==> config.mk <==
export PLATFORM = sky130hd
export DESIGN_NAME = fp_round_and_exception_unit
export DESIGN_NICKNAME = d
export VERILOG_FILES = /design/src/fp_round_pkg.sv /design/src/fp_round_and_exception_unit.sv
export SDC_FILE = /design/constraint.sdc
export NUM_CORES = 1
export LEC_CHECK = 0
export ABC_AREA = 1
export BUFFER_PORTS_ARGS = -buffer_cell sky130_fd_sc_hd__buf_2
export CORE_AREA = 2 2 227 229
export CTS_CLUSTER_DIAMETER = 60
export DETAILED_ROUTE_END_ITERATION = 16
export DIE_AREA = 0 0 229 231
export PLACE_DENSITY = 0.64
export SYNTH_ARGS = -nofsm -noshare
export SYNTH_HDL_FRONTEND = slang
export SYNTH_SLANG_ARGS = --single-unit
export TNS_END_PERCENT = 20
==> constraint.sdc <==
create_clock -name mclk -period 11.3 [get_ports mclk]
set_clock_uncertainty 0.15 [all_clocks]
set_input_delay 0.565 -clock mclk [delete_from_list [all_inputs] [get_ports mclk]]
set_output_delay 0.565 -clock mclk [all_outputs]
set_load 0.005 [all_outputs]
==> src/fp_round_pkg.sv <==
package fp_round_pkg;

  // ------------------------------------------------------------------
  // Register map and field layout
  // ------------------------------------------------------------------
  localparam int unsigned ADDR_W = 8;
  localparam logic [7:0] CTX_OFFSET = 8'h00;
  localparam logic [7:0] STATUS_OFFSET = 8'h04;
  localparam int unsigned FLAG_W = 6;
  localparam int unsigned CTX_MODE_LSB = 0;
  localparam int unsigned CTX_ENABLE_LSB = 2;
  localparam int unsigned CTX_FLAGS_LSB = 8;
  localparam int unsigned STATUS_CLS_A_LSB = 8;
  localparam int unsigned STATUS_CLS_B_LSB = 11;
  localparam logic [FLAG_W-1:0] FLAGS_RESET = 6'h00;
  localparam logic [FLAG_W-1:0] ENABLE_RESET = 6'h00;

  // Bit positions of the accumulated exception flags.
  localparam int unsigned FLAG_ILLEGAL = 0;
  localparam int unsigned FLAG_INEXACT = 1;
  localparam int unsigned FLAG_OVERFLOW = 2;
  localparam int unsigned FLAG_UNDERFLOW = 3;
  localparam int unsigned FLAG_DIVZERO = 4;
  localparam int unsigned FLAG_INVALID = 5;

  // ------------------------------------------------------------------
  // Format constants
  // ------------------------------------------------------------------
  localparam logic signed [12:0] SGL_BIAS = 13'h007f;
  localparam logic signed [12:0] DBL_BIAS = 13'h03ff;
  localparam logic signed [12:0] SGL_EXP_MAX = 13'h00ff;
  localparam logic signed [12:0] DBL_EXP_MAX = 13'h07ff;
  localparam logic signed [12:0] EXP_MIN_NORMAL = 13'h0001;
  localparam logic signed [12:0] FIX_SHIFT_MAX = 13'h001f;
  localparam logic [33:0] INT_MAG_MAX_POS = 34'h07fffffff;
  localparam logic [33:0] INT_MAG_MAX_NEG = 34'h080000000;
  localparam logic [31:0] INT_SAT_POS = 32'h7fffffff;
  localparam logic [31:0] INT_SAT_NEG = 32'h80000000;

  typedef enum logic [1:0] {
    round_nearest_even, round_toward_zero, round_up_positive, round_down_negative
  } round_mode_t;

  typedef enum logic [2:0] {
    op_add, op_sub, op_mul, op_div, op_fix, op_move
  } op_kind_t;

  typedef enum logic [2:0] {
    class_zero, subnormal_number, normal_number, unbounded_value_class, not_a_number
  } class_t;

  // Sorts an operand into its encoding class; single values sit in the low word.
  function automatic class_t classify(input logic [63:0] x, input logic dbl);
    logic exp_ones;
    logic exp_zero;
    logic frac_zero;
    exp_ones = dbl ? (&x[62:52]) : (&x[30:23]);
    exp_zero = dbl ? ~(|x[62:52]) : ~(|x[30:23]);
    frac_zero = dbl ? ~(|x[51:0]) : ~(|x[22:0]);
    if (exp_ones) begin
      classify = frac_zero ? unbounded_value_class : not_a_number;
    end else if (exp_zero) begin
      classify = frac_zero ? class_zero : subnormal_number;
    end else begin
      classify = normal_number;
    end
  endfunction : classify

  // Decides whether the kept magnitude is incremented by one unit in the last place.
  function automatic logic round_up(input round_mode_t mode, input logic sign,
                                    input logic lsb, input logic g, input logic s);
    unique case (mode)
      round_nearest_even: round_up = g & (s | lsb);
      round_toward_zero: round_up = 1'b0;
      round_up_positive: round_up = ~sign & (g | s);
      round_down_negative: round_up = sign & (g | s);
    endcase
  endfunction : round_up

  // Packs sign, exponent and fraction into the precision's layout.
  function automatic logic [63:0] pack(input logic dbl, input logic sign,
                                       input logic [10:0] e, input logic [51:0] f);
    pack = dbl ? {sign, e, f} : {32'h00000000, sign, e[7:0], f[22:0]};
  endfunction : pack

endpackage : fp_round_pkg

==> src/fp_round_and_exception_unit.sv <==
// The register offsets and the address-and-strobe port were decided locally.
`timescale 1ns/1ps
module fp_round_and_exception_unit (
  input wire mclk,
  input wire rst,
  input wire [7:0] reg_addr,
  input wire [31:0] reg_wdata,
  input wire reg_write,
  input wire reg_read,
  output logic [31:0] reg_rdata,
  input wire cmd_valid,
  input wire cmd_read,
  input wire cmd_known,
  input wire cmd_store,
  input wire op_valid,
  input fp_round_pkg::op_kind_t op_kind,
  input wire op_double,
  input wire [63:0] operand_a,
  input wire [63:0] operand_b,
  input wire res_sign,
  input wire signed [12:0] res_exp,
  input wire [55:0] res_mant,
  output logic result_valid,
  output logic [63:0] result,
  output logic [5:0] result_flags,
  output logic irq
);

  // ------------------------------------------------------------------
  // Context state
  // ------------------------------------------------------------------
  fp_round_pkg::round_mode_t round_mode;
  logic [5:0] enable;
  logic [5:0] flags;
  fp_round_pkg::class_t last_cls_a;
  fp_round_pkg::class_t last_cls_b;
  logic ctx_write;
  logic illegal_now;

  assign ctx_write = reg_write && (reg_addr == fp_round_pkg::CTX_OFFSET);
  // Illegal opcodes and non-store reads are caught as they arrive.
  assign illegal_now = cmd_valid && (!cmd_known || (cmd_read && !cmd_store));

  // ------------------------------------------------------------------
  // Operand classification
  // ------------------------------------------------------------------
  fp_round_pkg::class_t cls_a;
  fp_round_pkg::class_t cls_b;
  logic a_zero, b_zero, a_inf, b_inf, a_nan, b_nan, any_nan, sign_a, sign_b, eff_b;

  // Subnormals count as zero here, so the special cases see them flushed.
  always_comb begin
    cls_a = fp_round_pkg::classify(operand_a, op_double);
    cls_b = fp_round_pkg::classify(operand_b, op_double);
    a_zero = (cls_a == fp_round_pkg::class_zero) || (cls_a == fp_round_pkg::subnormal_number);
    b_zero = (cls_b == fp_round_pkg::class_zero) || (cls_b == fp_round_pkg::subnormal_number);
    a_inf = cls_a == fp_round_pkg::unbounded_value_class;
    b_inf = cls_b == fp_round_pkg::unbounded_value_class;
    a_nan = cls_a == fp_round_pkg::not_a_number;
    b_nan = cls_b == fp_round_pkg::not_a_number;
    any_nan = a_nan || ((op_kind != fp_round_pkg::op_fix) &&
                        (op_kind != fp_round_pkg::op_move) && b_nan);
    sign_a = op_double ? operand_a[63] : operand_a[31];
    sign_b = op_double ? operand_b[63] : operand_b[31];
    eff_b = sign_b ^ (op_kind == fp_round_pkg::op_sub);
  end

  // ------------------------------------------------------------------
  // Rounding path for floating results
  // ------------------------------------------------------------------
  logic [52:0] keep;
  logic [53:0] sum;
  logic guard, sticky, inc, carry, res_ovf, res_unf, res_inexact, unnorm;
  logic signed [12:0] exp_r;
  logic signed [12:0] exp_max;
  logic [51:0] frac_r;

  always_comb begin
    exp_max = op_double ? fp_round_pkg::DBL_EXP_MAX : fp_round_pkg::SGL_EXP_MAX;
    if (op_double) begin
      keep = res_mant[55:3];
      guard = res_mant[2];
      sticky = |res_mant[1:0];
    end else begin
      keep = {29'h00000000, res_mant[55:32]};
      guard = res_mant[31];
      sticky = |res_mant[30:0];
    end
    inc = fp_round_pkg::round_up(round_mode, res_sign, keep[0], guard, sticky);
    sum = {1'b0, keep} + {53'h0, inc};
    carry = op_double ? sum[53] : sum[24];
    exp_r = res_exp + {12'h000, carry};
    frac_r = op_double ? sum[51:0] : {29'h00000000, sum[22:0]};
    unnorm = !res_mant[55];
    res_inexact = !unnorm && (guard || sticky);
    res_ovf = !unnorm && (exp_r >= exp_max);
    res_unf = (res_mant != 56'h0) && (unnorm || (exp_r < fp_round_pkg::EXP_MIN_NORMAL));
  end

  // ------------------------------------------------------------------
  // Float-to-integer path
  // ------------------------------------------------------------------
  logic signed [12:0] unb_exp;
  logic [55:0] frac_rest;
  logic [33:0] int_part, int_r;
  logic [5:0] shift;
  logic fix_g, fix_s, fix_inc, fix_big, fix_ovf;
  logic [31:0] int_val;

  always_comb begin
    unb_exp = res_exp - (op_double ? fp_round_pkg::DBL_BIAS : fp_round_pkg::SGL_BIAS);
    shift = 6'h00;
    frac_rest = 56'h0;
    int_part = 34'h0;
    fix_big = 1'b0;
    fix_g = 1'b0;
    fix_s = 1'b0;
    if (!res_mant[55]) begin
      fix_s = 1'b0;
    end else if (unb_exp < 13'sh0000) begin
      fix_g = (unb_exp == -13'sh0001);
      fix_s = (unb_exp == -13'sh0001) ? (|res_mant[54:0]) : 1'b1;
    end else if (unb_exp > fp_round_pkg::FIX_SHIFT_MAX) begin
      fix_big = 1'b1;
    end else begin
      shift = unb_exp[5:0];
      int_part = 34'(res_mant >> (6'd55 - shift));
      frac_rest = res_mant << (shift + 6'd1);
      fix_g = frac_rest[55];
      fix_s = |frac_rest[54:0];
    end
    fix_inc = fp_round_pkg::round_up(round_mode, res_sign, int_part[0], fix_g, fix_s);
    int_r = int_part + {33'h0, fix_inc};
    // The integer range is one wider on the negative side.
    fix_ovf = fix_big || (res_sign ? (int_r > fp_round_pkg::INT_MAG_MAX_NEG)
                                   : (int_r > fp_round_pkg::INT_MAG_MAX_POS));
    int_val = res_sign ? (32'h0 - int_r[31:0]) : int_r[31:0];
  end

  // ------------------------------------------------------------------
  // Special-case selection
  // ------------------------------------------------------------------
  logic [63:0] next_result, qnan, inf_a, inf_b;
  logic [5:0] next_flags;
  logic mul_sign;

  always_comb begin
    mul_sign = sign_a ^ sign_b;
    qnan = fp_round_pkg::pack(op_double, 1'b0, 11'h7ff, 52'hfffffffffffff);
    inf_a = fp_round_pkg::pack(op_double, sign_a, 11'h7ff, 52'h0);
    inf_b = fp_round_pkg::pack(op_double, eff_b, 11'h7ff, 52'h0);
    next_flags = 6'h00;
    next_result = 64'h0;
    if (any_nan) begin
      next_flags[fp_round_pkg::FLAG_INVALID] = 1'b1;
      next_result = qnan;
    end else if (op_kind == fp_round_pkg::op_fix) begin
      if (a_inf || fix_ovf) begin
        next_flags[fp_round_pkg::FLAG_OVERFLOW] = 1'b1;
        next_result = {32'h0, sign_a ? fp_round_pkg::INT_SAT_NEG : fp_round_pkg::INT_SAT_POS};
      end else if (a_zero) begin
        next_result = 64'h0;
      end else begin
        next_flags[fp_round_pkg::FLAG_INEXACT] = fix_g || fix_s;
        next_result = {32'h0, int_val};
      end
    end else if ((op_kind == fp_round_pkg::op_mul) && ((a_inf && b_zero) || (a_zero && b_inf))) begin
      next_flags[fp_round_pkg::FLAG_INVALID] = 1'b1;
      next_result = qnan;
    end else if ((op_kind == fp_round_pkg::op_div) && ((a_zero && b_zero) || (a_inf && b_inf))) begin
      next_flags[fp_round_pkg::FLAG_INVALID] = 1'b1;
      next_result = qnan;
    end else if (((op_kind == fp_round_pkg::op_add) || (op_kind == fp_round_pkg::op_sub)) &&
                 a_inf && b_inf && (sign_a != eff_b)) begin
      next_flags[fp_round_pkg::FLAG_INVALID] = 1'b1;
      next_result = qnan;
    end else if ((op_kind == fp_round_pkg::op_div) && !a_inf && b_zero) begin
      next_flags[fp_round_pkg::FLAG_DIVZERO] = 1'b1;
      next_result = fp_round_pkg::pack(op_double, mul_sign, 11'h7ff, 52'h0);
    end else if ((op_kind == fp_round_pkg::op_mul) || (op_kind == fp_round_pkg::op_div)) begin
      if (a_inf || ((op_kind == fp_round_pkg::op_mul) && b_inf)) begin
        next_result = fp_round_pkg::pack(op_double, mul_sign, 11'h7ff, 52'h0);
      end else if (a_zero || b_zero || b_inf) begin
        next_result = fp_round_pkg::pack(op_double, mul_sign, 11'h000, 52'h0);
      end else begin
        next_result = 64'h0;
        next_flags = 6'h3f;
      end
    end else if ((op_kind != fp_round_pkg::op_move) && (a_inf || b_inf)) begin
      next_result = a_inf ? inf_a : inf_b;
    end else if ((op_kind != fp_round_pkg::op_move) && b_zero) begin
      next_result = a_zero ?
        fp_round_pkg::pack(op_double, (round_mode == fp_round_pkg::round_down_negative) ?
                           (sign_a | eff_b) : (sign_a & eff_b), 11'h000, 52'h0) :
        fp_round_pkg::pack(op_double, sign_a, op_double ? operand_a[62:52] :
                           {3'h0, operand_a[30:23]}, op_double ? operand_a[51:0] :
                           {29'h0, operand_a[22:0]});
    end else if ((op_kind != fp_round_pkg::op_move) && a_zero) begin
      next_result = fp_round_pkg::pack(op_double, eff_b, op_double ? operand_b[62:52] :
                           {3'h0, operand_b[30:23]}, op_double ? operand_b[51:0] :
                           {29'h0, operand_b[22:0]});
    end else begin
      next_result = 64'h0;
      next_flags = 6'h3f;
    end
    // A flag pattern of all ones marks the ordinary rounded path.
    if (next_flags == 6'h3f) begin
      next_flags = 6'h00;
      next_flags[fp_round_pkg::FLAG_INEXACT] = res_inexact;
      if (res_ovf) begin
        next_flags[fp_round_pkg::FLAG_OVERFLOW] = 1'b1;
        next_flags[fp_round_pkg::FLAG_INEXACT] = 1'b1;
        if ((round_mode == fp_round_pkg::round_nearest_even) ||
            ((round_mode == fp_round_pkg::round_up_positive) && !res_sign) ||
            ((round_mode == fp_round_pkg::round_down_negative) && res_sign)) begin
          next_result = fp_round_pkg::pack(op_double, res_sign, 11'h7ff, 52'h0);
        end else begin
          next_result = fp_round_pkg::pack(op_double, res_sign,
                          op_double ? 11'h7fe : 11'h0fe, 52'hfffffffffffff);
        end
      end else if (res_unf) begin
        next_flags[fp_round_pkg::FLAG_UNDERFLOW] = 1'b1;
        next_result = fp_round_pkg::pack(op_double, res_sign, 11'h000, 52'h0);
      end else if (unnorm) begin
        next_result = fp_round_pkg::pack(op_double, res_sign, 11'h000, 52'h0);
      end else begin
        next_result = fp_round_pkg::pack(op_double, res_sign, exp_r[10:0], frac_r);
      end
    end
  end

  // ------------------------------------------------------------------
  // Result register
  // ------------------------------------------------------------------
  // Each accepted operation delivers its result and flags one cycle later.
  always_ff @(posedge mclk) begin
    if (rst) begin
      result_valid <= 1'b0;
      result <= 64'h0;
      result_flags <= 6'h00;
    end else begin
      result_valid <= op_valid;
      if (op_valid) begin
        result <= next_result;
        result_flags <= next_flags;
      end else begin
        result_flags <= 6'h00;
      end
    end
  end

  // Classes of the last operands are kept for software to inspect.
  always_ff @(posedge mclk) begin
    if (rst) begin
      last_cls_a <= fp_round_pkg::class_zero;
      last_cls_b <= fp_round_pkg::class_zero;
    end else if (op_valid) begin
      last_cls_a <= cls_a;
      last_cls_b <= cls_b;
    end
  end

  // ------------------------------------------------------------------
  // Context word and interrupt
  // ------------------------------------------------------------------
  // Mode and enables load on a context write.
  always_ff @(posedge mclk) begin
    if (rst) begin
      round_mode <= fp_round_pkg::round_nearest_even;
      enable <= fp_round_pkg::ENABLE_RESET;
    end else if (ctx_write) begin
      round_mode <= fp_round_pkg::round_mode_t'(reg_wdata[fp_round_pkg::CTX_MODE_LSB +: 2]);
      enable <= reg_wdata[fp_round_pkg::CTX_ENABLE_LSB +: fp_round_pkg::FLAG_W];
    end
  end

  // Flags hold until a context write; a new event beats a clear in the same cycle.
  always_ff @(posedge mclk) begin
    if (rst) begin
      flags <= fp_round_pkg::FLAGS_RESET;
    end else begin
      flags <= (ctx_write ? reg_wdata[fp_round_pkg::CTX_FLAGS_LSB +: fp_round_pkg::FLAG_W]
                          : flags) |
               (op_valid ? next_flags : 6'h00) |
               {5'h00, illegal_now};
    end
  end

  // The interrupt follows any accumulated flag whose enable is set.
  assign irq = |(flags & enable);

  // Register reads answer in the following cycle; unmapped offsets read zero.
  always_ff @(posedge mclk) begin
    if (rst) begin
      reg_rdata <= 32'h0;
    end else if (reg_read && (reg_addr == fp_round_pkg::CTX_OFFSET)) begin
      reg_rdata <= {18'h0, flags, enable, round_mode};
    end else if (reg_read && (reg_addr == fp_round_pkg::STATUS_OFFSET)) begin
      reg_rdata <= {18'h0, last_cls_b, last_cls_a, 2'h0, result_flags};
    end else begin
      reg_rdata <= 32'h0;
    end
  end
endmodule : fp_round_and_exception_unit

Word level (Yosys, flattened, before mapping) --
Cells that the tools add are included.
Cells by class: add/subtract/negate cells 7, shift-type cells 2, reductions and logical operators 75, bitwise operators 26, muxes and demuxes 111, magnitude comparators 6, equal/unequal tests 19
Operators by type and width (count):
- $mux W64 | 30
- $mux W52 | 3
- $mux W32 | 4
- $reduce_or A55 Y1 | 2
- $reduce_or A52 Y1 | 2
- $mux W34 | 3
- $mux W63 | 1
- $reduce_bool A56 Y1 | 1
- $shl A56 B6 Y56 | 1
- $shr A56 B6 Y34 | 1
- $add A53 B1 Y54 | 1
- $mux W6 | 9
- $mux W53 | 1
- $reduce_or A23 Y1 | 2
- $mux W11 | 4
- $mux W1 | 37
- $add A34 B1 Y34 | 1
- $gt A34 B31 Y1 const B | 1
- $gt A34 B32 Y1 const B | 1
- $sub A1 B32 Y32 const A | 1
- $reduce_or A31 Y1 | 1
- $mux W14 | 2
- $logic_and A1 B1 Y1 | 27
- $reduce_and A11 Y1 | 2
- 41 further kinds | 108
Storage, ports and cells: register bits 123, logic and storage cells 256, input port bits 251, output and inout port bits 104

Depth between registers and ports, before layout --
Gate-level depths: netlist of run 1.
depth in word-level cells 24, mapped depth 52

Worst setup path after synthesis of run 1 --
Ideal clock, no wire load.
path type in2reg, from in op_double, to reg result[8], required time 11080 ps, setup time 70 ps, stages 46, arrival time 7897 ps, path slack 3183 ps, cells stage by stage clkbuf_1 clkbuf_1 clkbuf_1 buf_2 buf_1 buf_1 nand2_1 o21ai_0 inv_1 nand2_1 nand3_1 nand2_1 ha_1 inv_1 nor2_1 and3_1 nand2_1 nor2_1 [... 10 more ...] nand2_1 nor2_1 nand3_1 nor2_1 xor2_1 inv_1 ha_1 nand4_1 nor4_1 a21oi_1 nor2_1 clkinv_1 nor2_1 clkbuf_1 inv_1 a31oi_1 nand2_1 a21oi_2
On the way: word-level cells in the longest chain between the ends 19, elaborated cells on any way between the ends 150, those cells by class add/sub (5); order compare (6); eq/ne (9); mux (85); bitwise (11); reduce/logical (34)
RTL lines:
- from (decl) | RTL line fp_round_and_exception_unit.sv:17 | input wire op_double,
- $mux W10 or $mux W1 (tied branches) | RTL line fp_round_and_exception_unit.sv:111, fp_round_pkg.sv:59
- $sub A13 B11 Y13 or $mux W1 (tied branches) | RTL line fp_round_and_exception_unit.sv:111, fp_round_pkg.sv:63
- $gt A13 B6 Y1 (tied with other cells) | RTL line fp_round_and_exception_unit.sv:123 | end else if (unb_exp > fp_round_pkg::FIX_SHIFT_MAX) begin
- $mux W1 (tied with other cells) | RTL line fp_round_and_exception_unit.sv:123
- $mux W1 (tied with other cells) | RTL line fp_round_and_exception_unit.sv:120 | end else if (unb_exp < 13'sh0000) begin
- $mux W1 (tied with other cells) | RTL line fp_round_and_exception_unit.sv:118 | if (!res_mant[55]) begin
- $or A1 B1 Y1 (tied with other cells) | RTL line fp_round_pkg.sv:75, fp_round_pkg.sv:76
- $and A1 B1 Y1 (tied with other cells) | RTL line fp_round_pkg.sv:76 | round_down_negative: round_up = sign & (g | s);
- [... 3 more ...]
- $mux W1 (tied with other cells) | RTL line fp_round_and_exception_unit.sv:135 | fix_ovf = fix_big || (res_sign ? (int_r > fp_round_pkg::INT_MAG_MAX_NEG)
- $logic_or A1 B1 Y1 (tied with other cells) | RTL line fp_round_and_exception_unit.sv:135
- $logic_or A1 B1 Y1 (tied with other cells) | RTL line fp_round_and_exception_unit.sv:158 | if (a_inf || fix_ovf) begin
- $mux W1 (tied with other cells) | RTL line fp_round_and_exception_unit.sv:158
- $mux W2 (tied with other cells) | RTL line fp_round_and_exception_unit.sv:157 | end else if (op_kind == fp_round_pkg::op_fix) begin
- $mux W5 or $mux W1 (tied branches) | RTL line fp_round_and_exception_unit.sv:154 | if (any_nan) begin
- $eq A6 B6 Y1 | RTL line fp_round_and_exception_unit.sv:207 | if (next_flags == 6'h3f) begin
- $mux W64 (*) | RTL line fp_round_and_exception_unit.sv:207
- to (signal assigned) | RTL line fp_round_and_exception_unit.sv:244 | result <= next_result;
- to (decl) | RTL line fp_round_and_exception_unit.sv:24 | output logic [63:0] result,
Mark *: on every way between the ends. The rest lies on a longest branch, timed or not. A chain may end at the register's enable or synchronous reset.

Worst setup path in the final report of run 1 --
from in op_double, to reg result[31]
Same word-level chain as after synthesis.

==> impl_metrics.yaml, run 1 <==
floorplanning:
  die_x_um: 229
  die_h_um: 231
  core.rowCount: 83
  coreArea_mm2: 0.0507
  initial_core_util: 0.395
  io_pins: 355
  die_area_mm2: 0.0529
synth:
  post_synth_instance_area_mm2: 0.0200
  synth_cell_type_count: 66
  syn_inst: 3834
  synth.area.mux_share: 0.00500
  synth_adder_area_share: 0.0162
  async_flop_share: 0
  ys_ff_latch: 105
  yosysWarnings: 0
  synth_edf_count: 0
  synth_ff_type: "dfxtp_1"
  synth-simple-area-share: 0.523
  synth_top_family_by_area: "simple AND/OR/NAND/NOR gates"
  synthXorXnorAreaFrac: 0.0284
  synth-compound-area-share: 0.195
  avgSynthCellArea_um2: 5.23
  ys_seq_area_frac: 0.105
setup_path:
  cpMostUsedCell: "nor2_1"
  r2r_end: "result[31]$_SDFFE_PP0P_"
  crit_type: "input port to flip-flop"
  critical_path.max_fanout: 80
  reg2reg_slack_ps: 3200
  required_ps: 11410
  cpMaxStageDelayCell: "buf_4"
  reg2reg_from: "round_mode[1]$_SDFFE_PP0P_"
  cp-end-kind: "flip-flop"
  rr_worst_depth: 42
  cp-start-kind: "input port"
  slowest_delay_ps: 620
  cp.arrival_ps: 8560
power:
  switching_share: 0.512
  irDropWorstVdd_mv: 0.0799
  power.internal_mw: 0.809
  pwr-share-comb: 0.555
  powerDensity_mw_per_mm2: 75.3
  power_frac_seq: 0.238
  p_clk_frac: 0.207
  p_leak_nw: 10.5
  p_switching_mw: 0.848
finish:
  final_cell_count_no_fill: 4677
  multiInputGateArea_mm2: 0.0155
  layout_common_cells: "nand2_1, nand3_1, inv_1, buf_2, nor2_1"
  layout.nets: 4268
  final_util: 0.434
  drive_gt1_frac: 0.128
  layout.cells.most_common: "nand2_1"
  nFillCells: 5930
  area_delta_synth_final_pct: 9.80
  final-seq-area_mm2: 0.00210
global_route:
  grt_pass1_vias: 24275
  antenna_found_initial: 0
  grt_max_degree: 81
  grt.overflow.total: 0
  gr-usage-all-layers: 0.339
  grt_pass1_wl_um: 142000
placed_design:
  gp_congestion: 1.02
  dpl.hpwl_um: 76500
  place_inst: 4660
  portBuffers: 318
cts:
  cts_tree: "built"
  cts_buffer_depth: 2
  clk_pin_slew_worst_paths_ps: 90
  root_buffer: "clkbuf_16"
  htreeDepth: 3
  cts_setup_buffers: 0
  clock-sinks: 105
  insertion_delay_ps: 380
  cts_made_buffers: 9
  cts_resized: 0
  hold_buffers: 0
status:
  status: "finished, final reports clean"
routing:
  drt_pass1_iterations: 6
  drc: 0
  drt_iter0_markers: 3311
  vias: 27034
  wl_per_cell_um: 20.1
  via_per_inst: 5.78
  ant_nets: 0
  drt-total-wl_um: 94200
timing:
  worst_pin_slew_ps: 986
  timing.fmax_mhz: 118
  period_minus_slack_ps: 8450
  post-route-period-util: 0.748
  whs_ps: 290
  worst_slew_margin_rel: 0.341
  drv_slew: 0
  rsz0062_at_grt: "no"
  fin_tns_setup_ps: 0
  hold_viol: 0
  setup_viol: 0
hold_path:
  hold_depth: 3
  min_to: "flags[4]$_SDFF_PP0_"
  hold_path_class: "input port to flip-flop"
  hold_path.startpoint: "reg_wdata[12]"
run:
  drv_cap: 0
## worst max path at each step
stage	cells past startpoint	to	from	slack, ps
4_1_cts	41	result[31]$_SDFFE_PP0P_	op_double	2920
3_5_place_dp	41	result[31]$_SDFFE_PP0P_	op_double	2530
6_report	41	result[31]$_SDFFE_PP0P_	op_double	2850
2_1_floorplan	46	result[8]$_SDFFE_PP0P_	op_double	3180
5_1_grt	41	result[31]$_SDFFE_PP0P_	op_double	2130
3_3_place_gp	41	result[31]$_SDFFE_PP0P_	op_double	2590
## state kept, by name (all words and copies together) (netlist names)
signal,cells
result,64
reg_rdata,14
enable,6
flags,6
result_flags,6
last_cls_a,3
last_cls_b,3
round_mode,2
result_valid,1
## through the flow
| stage | setup WS, ps | total power, mW | area [um^2] |
|---|---|---|---|
| after floorplan | 3180 | 1.01 | 20100 |
| after global placement | 2590 | 1.29 | 21700 |
| after detailed placement | 2530 | 1.29 | 21700 |
| after CTS | 2920 | 1.63 | 22000 |
| after global routing | 2130 | 1.76 | 22000 |
| final | 2850 | 1.66 | 22000 |
## metal layers
metal | wire [um] | GRT usage | part of all wire
met1 | 38600 | 0.439 | 0.41
met3 | 8990 | 0.0543 | 0.095
met4 | 4870 | 0.160 | 0.052
met5 | 0 | 0 | 0
met2 | 41800 | 0.551 | 0.44
## synthesized netlist by cell type (39+ instances only)
cell / instances / area, um^2
nand2_1: 1150 / 4320
nand3_1: 592 / 2960
inv_1: 358 / 1340
nor2_1: 319 / 1200
o21ai_0: 232 / 1160
a21oi_1: 201 / 1010
clkbuf_1: 113 / 424
dfxtp_1: 105 / 2100
nand4_1: 77 / 482
nor4_1: 59 / 369
a31oi_1: 57 / 357
nor3_1: 54 / 270
xor2_1: 47 / 412
buf_4: 40 / 300
buf_2: 39 / 195
## area by class of cell
| class | count | area share |
|---|---|---|
| clock inverter | 7 | 0.00444 |
| tap | 680 | 0.0387 |
| antenna | 1 | 0.000114 |
| clock buffer | 9 | 0.0102 |
| inverter | 381 | 0.0651 |
| timing repair buffer | 349 | 0.0832 |
| sequential | 105 | 0.0956 |
| multi-input combinational | 3145 | 0.703 |
## cell families after synthesis
family                   count (synthesis)
AO/OA/AOI/OAI                          665
adder cells (fa/ha/maj)                 26
buffers and inverters                  602
XOR/XNOR                                65
multiplexers                            10
other                                    1
AND/OR/NAND/NOR                       2360
flip-flops                             105
## power groups by stage
stage,clock (mW),sequential (mW),combinational (mW)
floorplan,0,0.399,0.614
global placement,0,0.402,0.889
detailed placement,0,0.402,0.888
CTS,0.345,0.393,0.892
global route,0.359,0.395,1.00
finish,0.343,0.394,0.920
## critical path, delay by kind of cell
kind            cells  cell delay, ps
compound gates      6            1620
simple gates       24            3890
xor+xnor            1             190
buf+inv             6            1370
fa+ha+maj           4             860
(Power assumes the default switching activity.)
==> run 2, diff against run 1 <==
==> constraint.sdc (replaced) <==
create_clock -name mclk -period 8.9 [get_ports mclk]
set_clock_uncertainty 0.15 [all_clocks]
set_input_delay 0.445 -clock mclk [delete_from_list [all_inputs] [get_ports mclk]]
set_output_delay 0.445 -clock mclk [all_outputs]
set_load 0.005 [all_outputs]
==> run 2 against run 1 <==
Against the previous run:
- non-clock buffer count up 1
- critical endpoint is now result[5]$_SDFFE_PP0P_
- final area is essentially flat
- highest routed layer is now met5
- clock power rose by 20%
==> impl_metrics.yaml, run 2 (same netlist as run 1, synthesis figures left out) <==
setup_path:
  critical_path.max_fanout: 58
  cp.arrival_ps: 8230
  cp-start-kind: "input port"
  crit_type: "input port to flip-flop"
  cpMostUsedCell: "nor2_1"
  required_ps: 9050
  rr_worst_depth: 40
  slowest_delay_ps: 460
  r2r_end: "result[5]$_SDFFE_PP0P_"
  cp_num_buf_inv: 5
  cpMaxStageDelayCell: "buf_4"
  path_delay_family: "simple AND/OR/NAND/NOR gates"
  reg2reg_from: "round_mode[1]$_SDFFE_PP0P_"
  reg2reg_slack_ps: 830
  cp-end-kind: "flip-flop"
cts:
  hold_buffers: 0
  htreeDepth: 3
  cts_made_buffers: 9
  clk_pin_slew_worst_paths_ps: 80
  root_buffer: "clkbuf_16"
  cts_buffer_depth: 2
  cts_tree: "built"
  clock-sinks: 105
  insertion_delay_ps: 370
  cts_setup_buffers: 0
  cts_resized: 0
floorplanning:
  io_pins: 355
  coreArea_mm2: 0.0507
  core.rowCount: 83
  die_x_um: 229
  die_area_mm2: 0.0529
  initial_core_util: 0.395
  die_h_um: 231
finish:
  layout.cells.most_common: "nand2_1"
  area_delta_synth_final_pct: 9.82
  nFillCells: 5876
  regMostFlops: "result"
  layout.nets: 4269
  final_util: 0.434
  layout_common_cells: "nand2_1, nand3_1, inv_1, buf_2, nor2_1"
  drive_gt1_frac: 0.128
  largest_register_ffs: 64
  top_regs: "result (64), reg_rdata (14)"
timing:
  period_minus_slack_ps: 8080
  drv_slew: 0
  worst_slew_margin_rel: 0.156
  setup_viol: 0
  worst_pin_slew_ps: 1250
  fin_tns_setup_ps: 0
  rsz0062_at_grt: "no"
  hold_viol: 0
  post-route-period-util: 0.907
  timing.fmax_mhz: 124
placed_design:
  dpl.hpwl_um: 77400
  portBuffers: 318
  gp_congestion: 1.06
status:
  status: "finished, final reports clean"
routing:
  drc: 0
  drt_pass1_iterations: 7
  ant_nets: 0
  wl_per_cell_um: 20.3
  vias: 27039
  via_per_inst: 5.78
  drt-total-wl_um: 95000
  drt_iter0_markers: 3622
run:
  drv_cap: 0
hold_path:
  hold_path.startpoint: "reg_wdata[9]"
  min_to: "flags[1]$_SDFF_PP0_"
  hold_depth: 3
  hold_path_class: "input port to flip-flop"
power:
  irDropWorstVdd_mv: 0.0998
  p_switching_mw: 1.07
  p_leak_nw: 10.5
  p_clk_frac: 0.197
  power_frac_seq: 0.240
  power.internal_mw: 1.02
  powerDensity_mw_per_mm2: 94.8
  switching_share: 0.511
  pwr-share-comb: 0.563
global_route:
  grt.overflow.total: 0
  grt_pass1_vias: 24323
  gr-usage-all-layers: 0.343
  grt_pass1_wl_um: 142000
  grt_max_degree: 100
  antenna_found_initial: 6
## run 2: metal layers
layer | wire (um) | vias up | global-route usage
met1 | 38700 | 12115 | 0.436
met4 | 5010 | 2 | 0.169
met2 | 42100 | 1523 | 0.555
li1 | - | 13140 | -
met5 | 13 | - | 0
met3 | 9200 | 259 | 0.0641
## run 2: power groups by stage
| stage | logic [mW] | registers [mW] | clock network, mW |
|---|---|---|---|
| after CTS | 1.14 | 0.500 | 0.415 |
| after floorplan | 0.780 | 0.507 | 0 |
| final | 1.17 | 0.500 | 0.411 |
| after global routing | 1.28 | 0.502 | 0.433 |
| after global placement | 1.14 | 0.510 | 0 |
| after detailed placement | 1.14 | 0.511 | 0 |
## run 2: how the worst max path moves through the flow
| stage | endpoint | startpoint | slack, ps | cells after the start |
|---|---|---|---|---|
| floorplan | result[8]$_SDFFE_PP0P_ | op_double | 900 | 46 |
| detailed placement | result[5]$_SDFFE_PP0P_ | op_double | 660 | 39 |
| finish | result[5]$_SDFFE_PP0P_ | op_double | 820 | 39 |
| CTS | result[5]$_SDFFE_PP0P_ | round_mode[1]$_SDFFE_PP0P_ | 990 | 40 |
| global placement | result[5]$_SDFFE_PP0P_ | op_double | 810 | 39 |
| global route | result[19]$_SDFFE_PP0P_ | op_double | 270 | 39 |
## run 2: final cells by class
class / instances / area, um^2 / area share
Antenna cell: 3 / 7.51 / 0.000341
Clock buffer: 9 / 225 / 0.0102
Clock inverter: 7 / 76.3 / 0.00347
Inverter: 381 / 1430 / 0.0651
Multi-Input combinational cell: 3145 / 15500 / 0.703
Sequential cell: 105 / 2100 / 0.0955
Tap cell: 680 / 851 / 0.0387
Timing Repair Buffer: 350 / 1850 / 0.0840
## run 2: metrics by stage
step	instances	area, um^2	setup WS (ps)	hold WS, ps	total power, mW
2_1_floorplan	3852	20100	903	288	1.29
3_3_place_gp	4661	21700	809	302	1.65
3_5_place_dp	4661	21700	659	306	1.65
4_1_cts	4677	22000	995	174	2.06
5_1_grt	4680	22000	267	208	2.21
6_report	4680	22000	825	188	2.09
## run 2: tightest hold or removal path, cell delays in order
cell     delay [ps]
buf_2            90
o21ai_0          80
o21ai_1          70
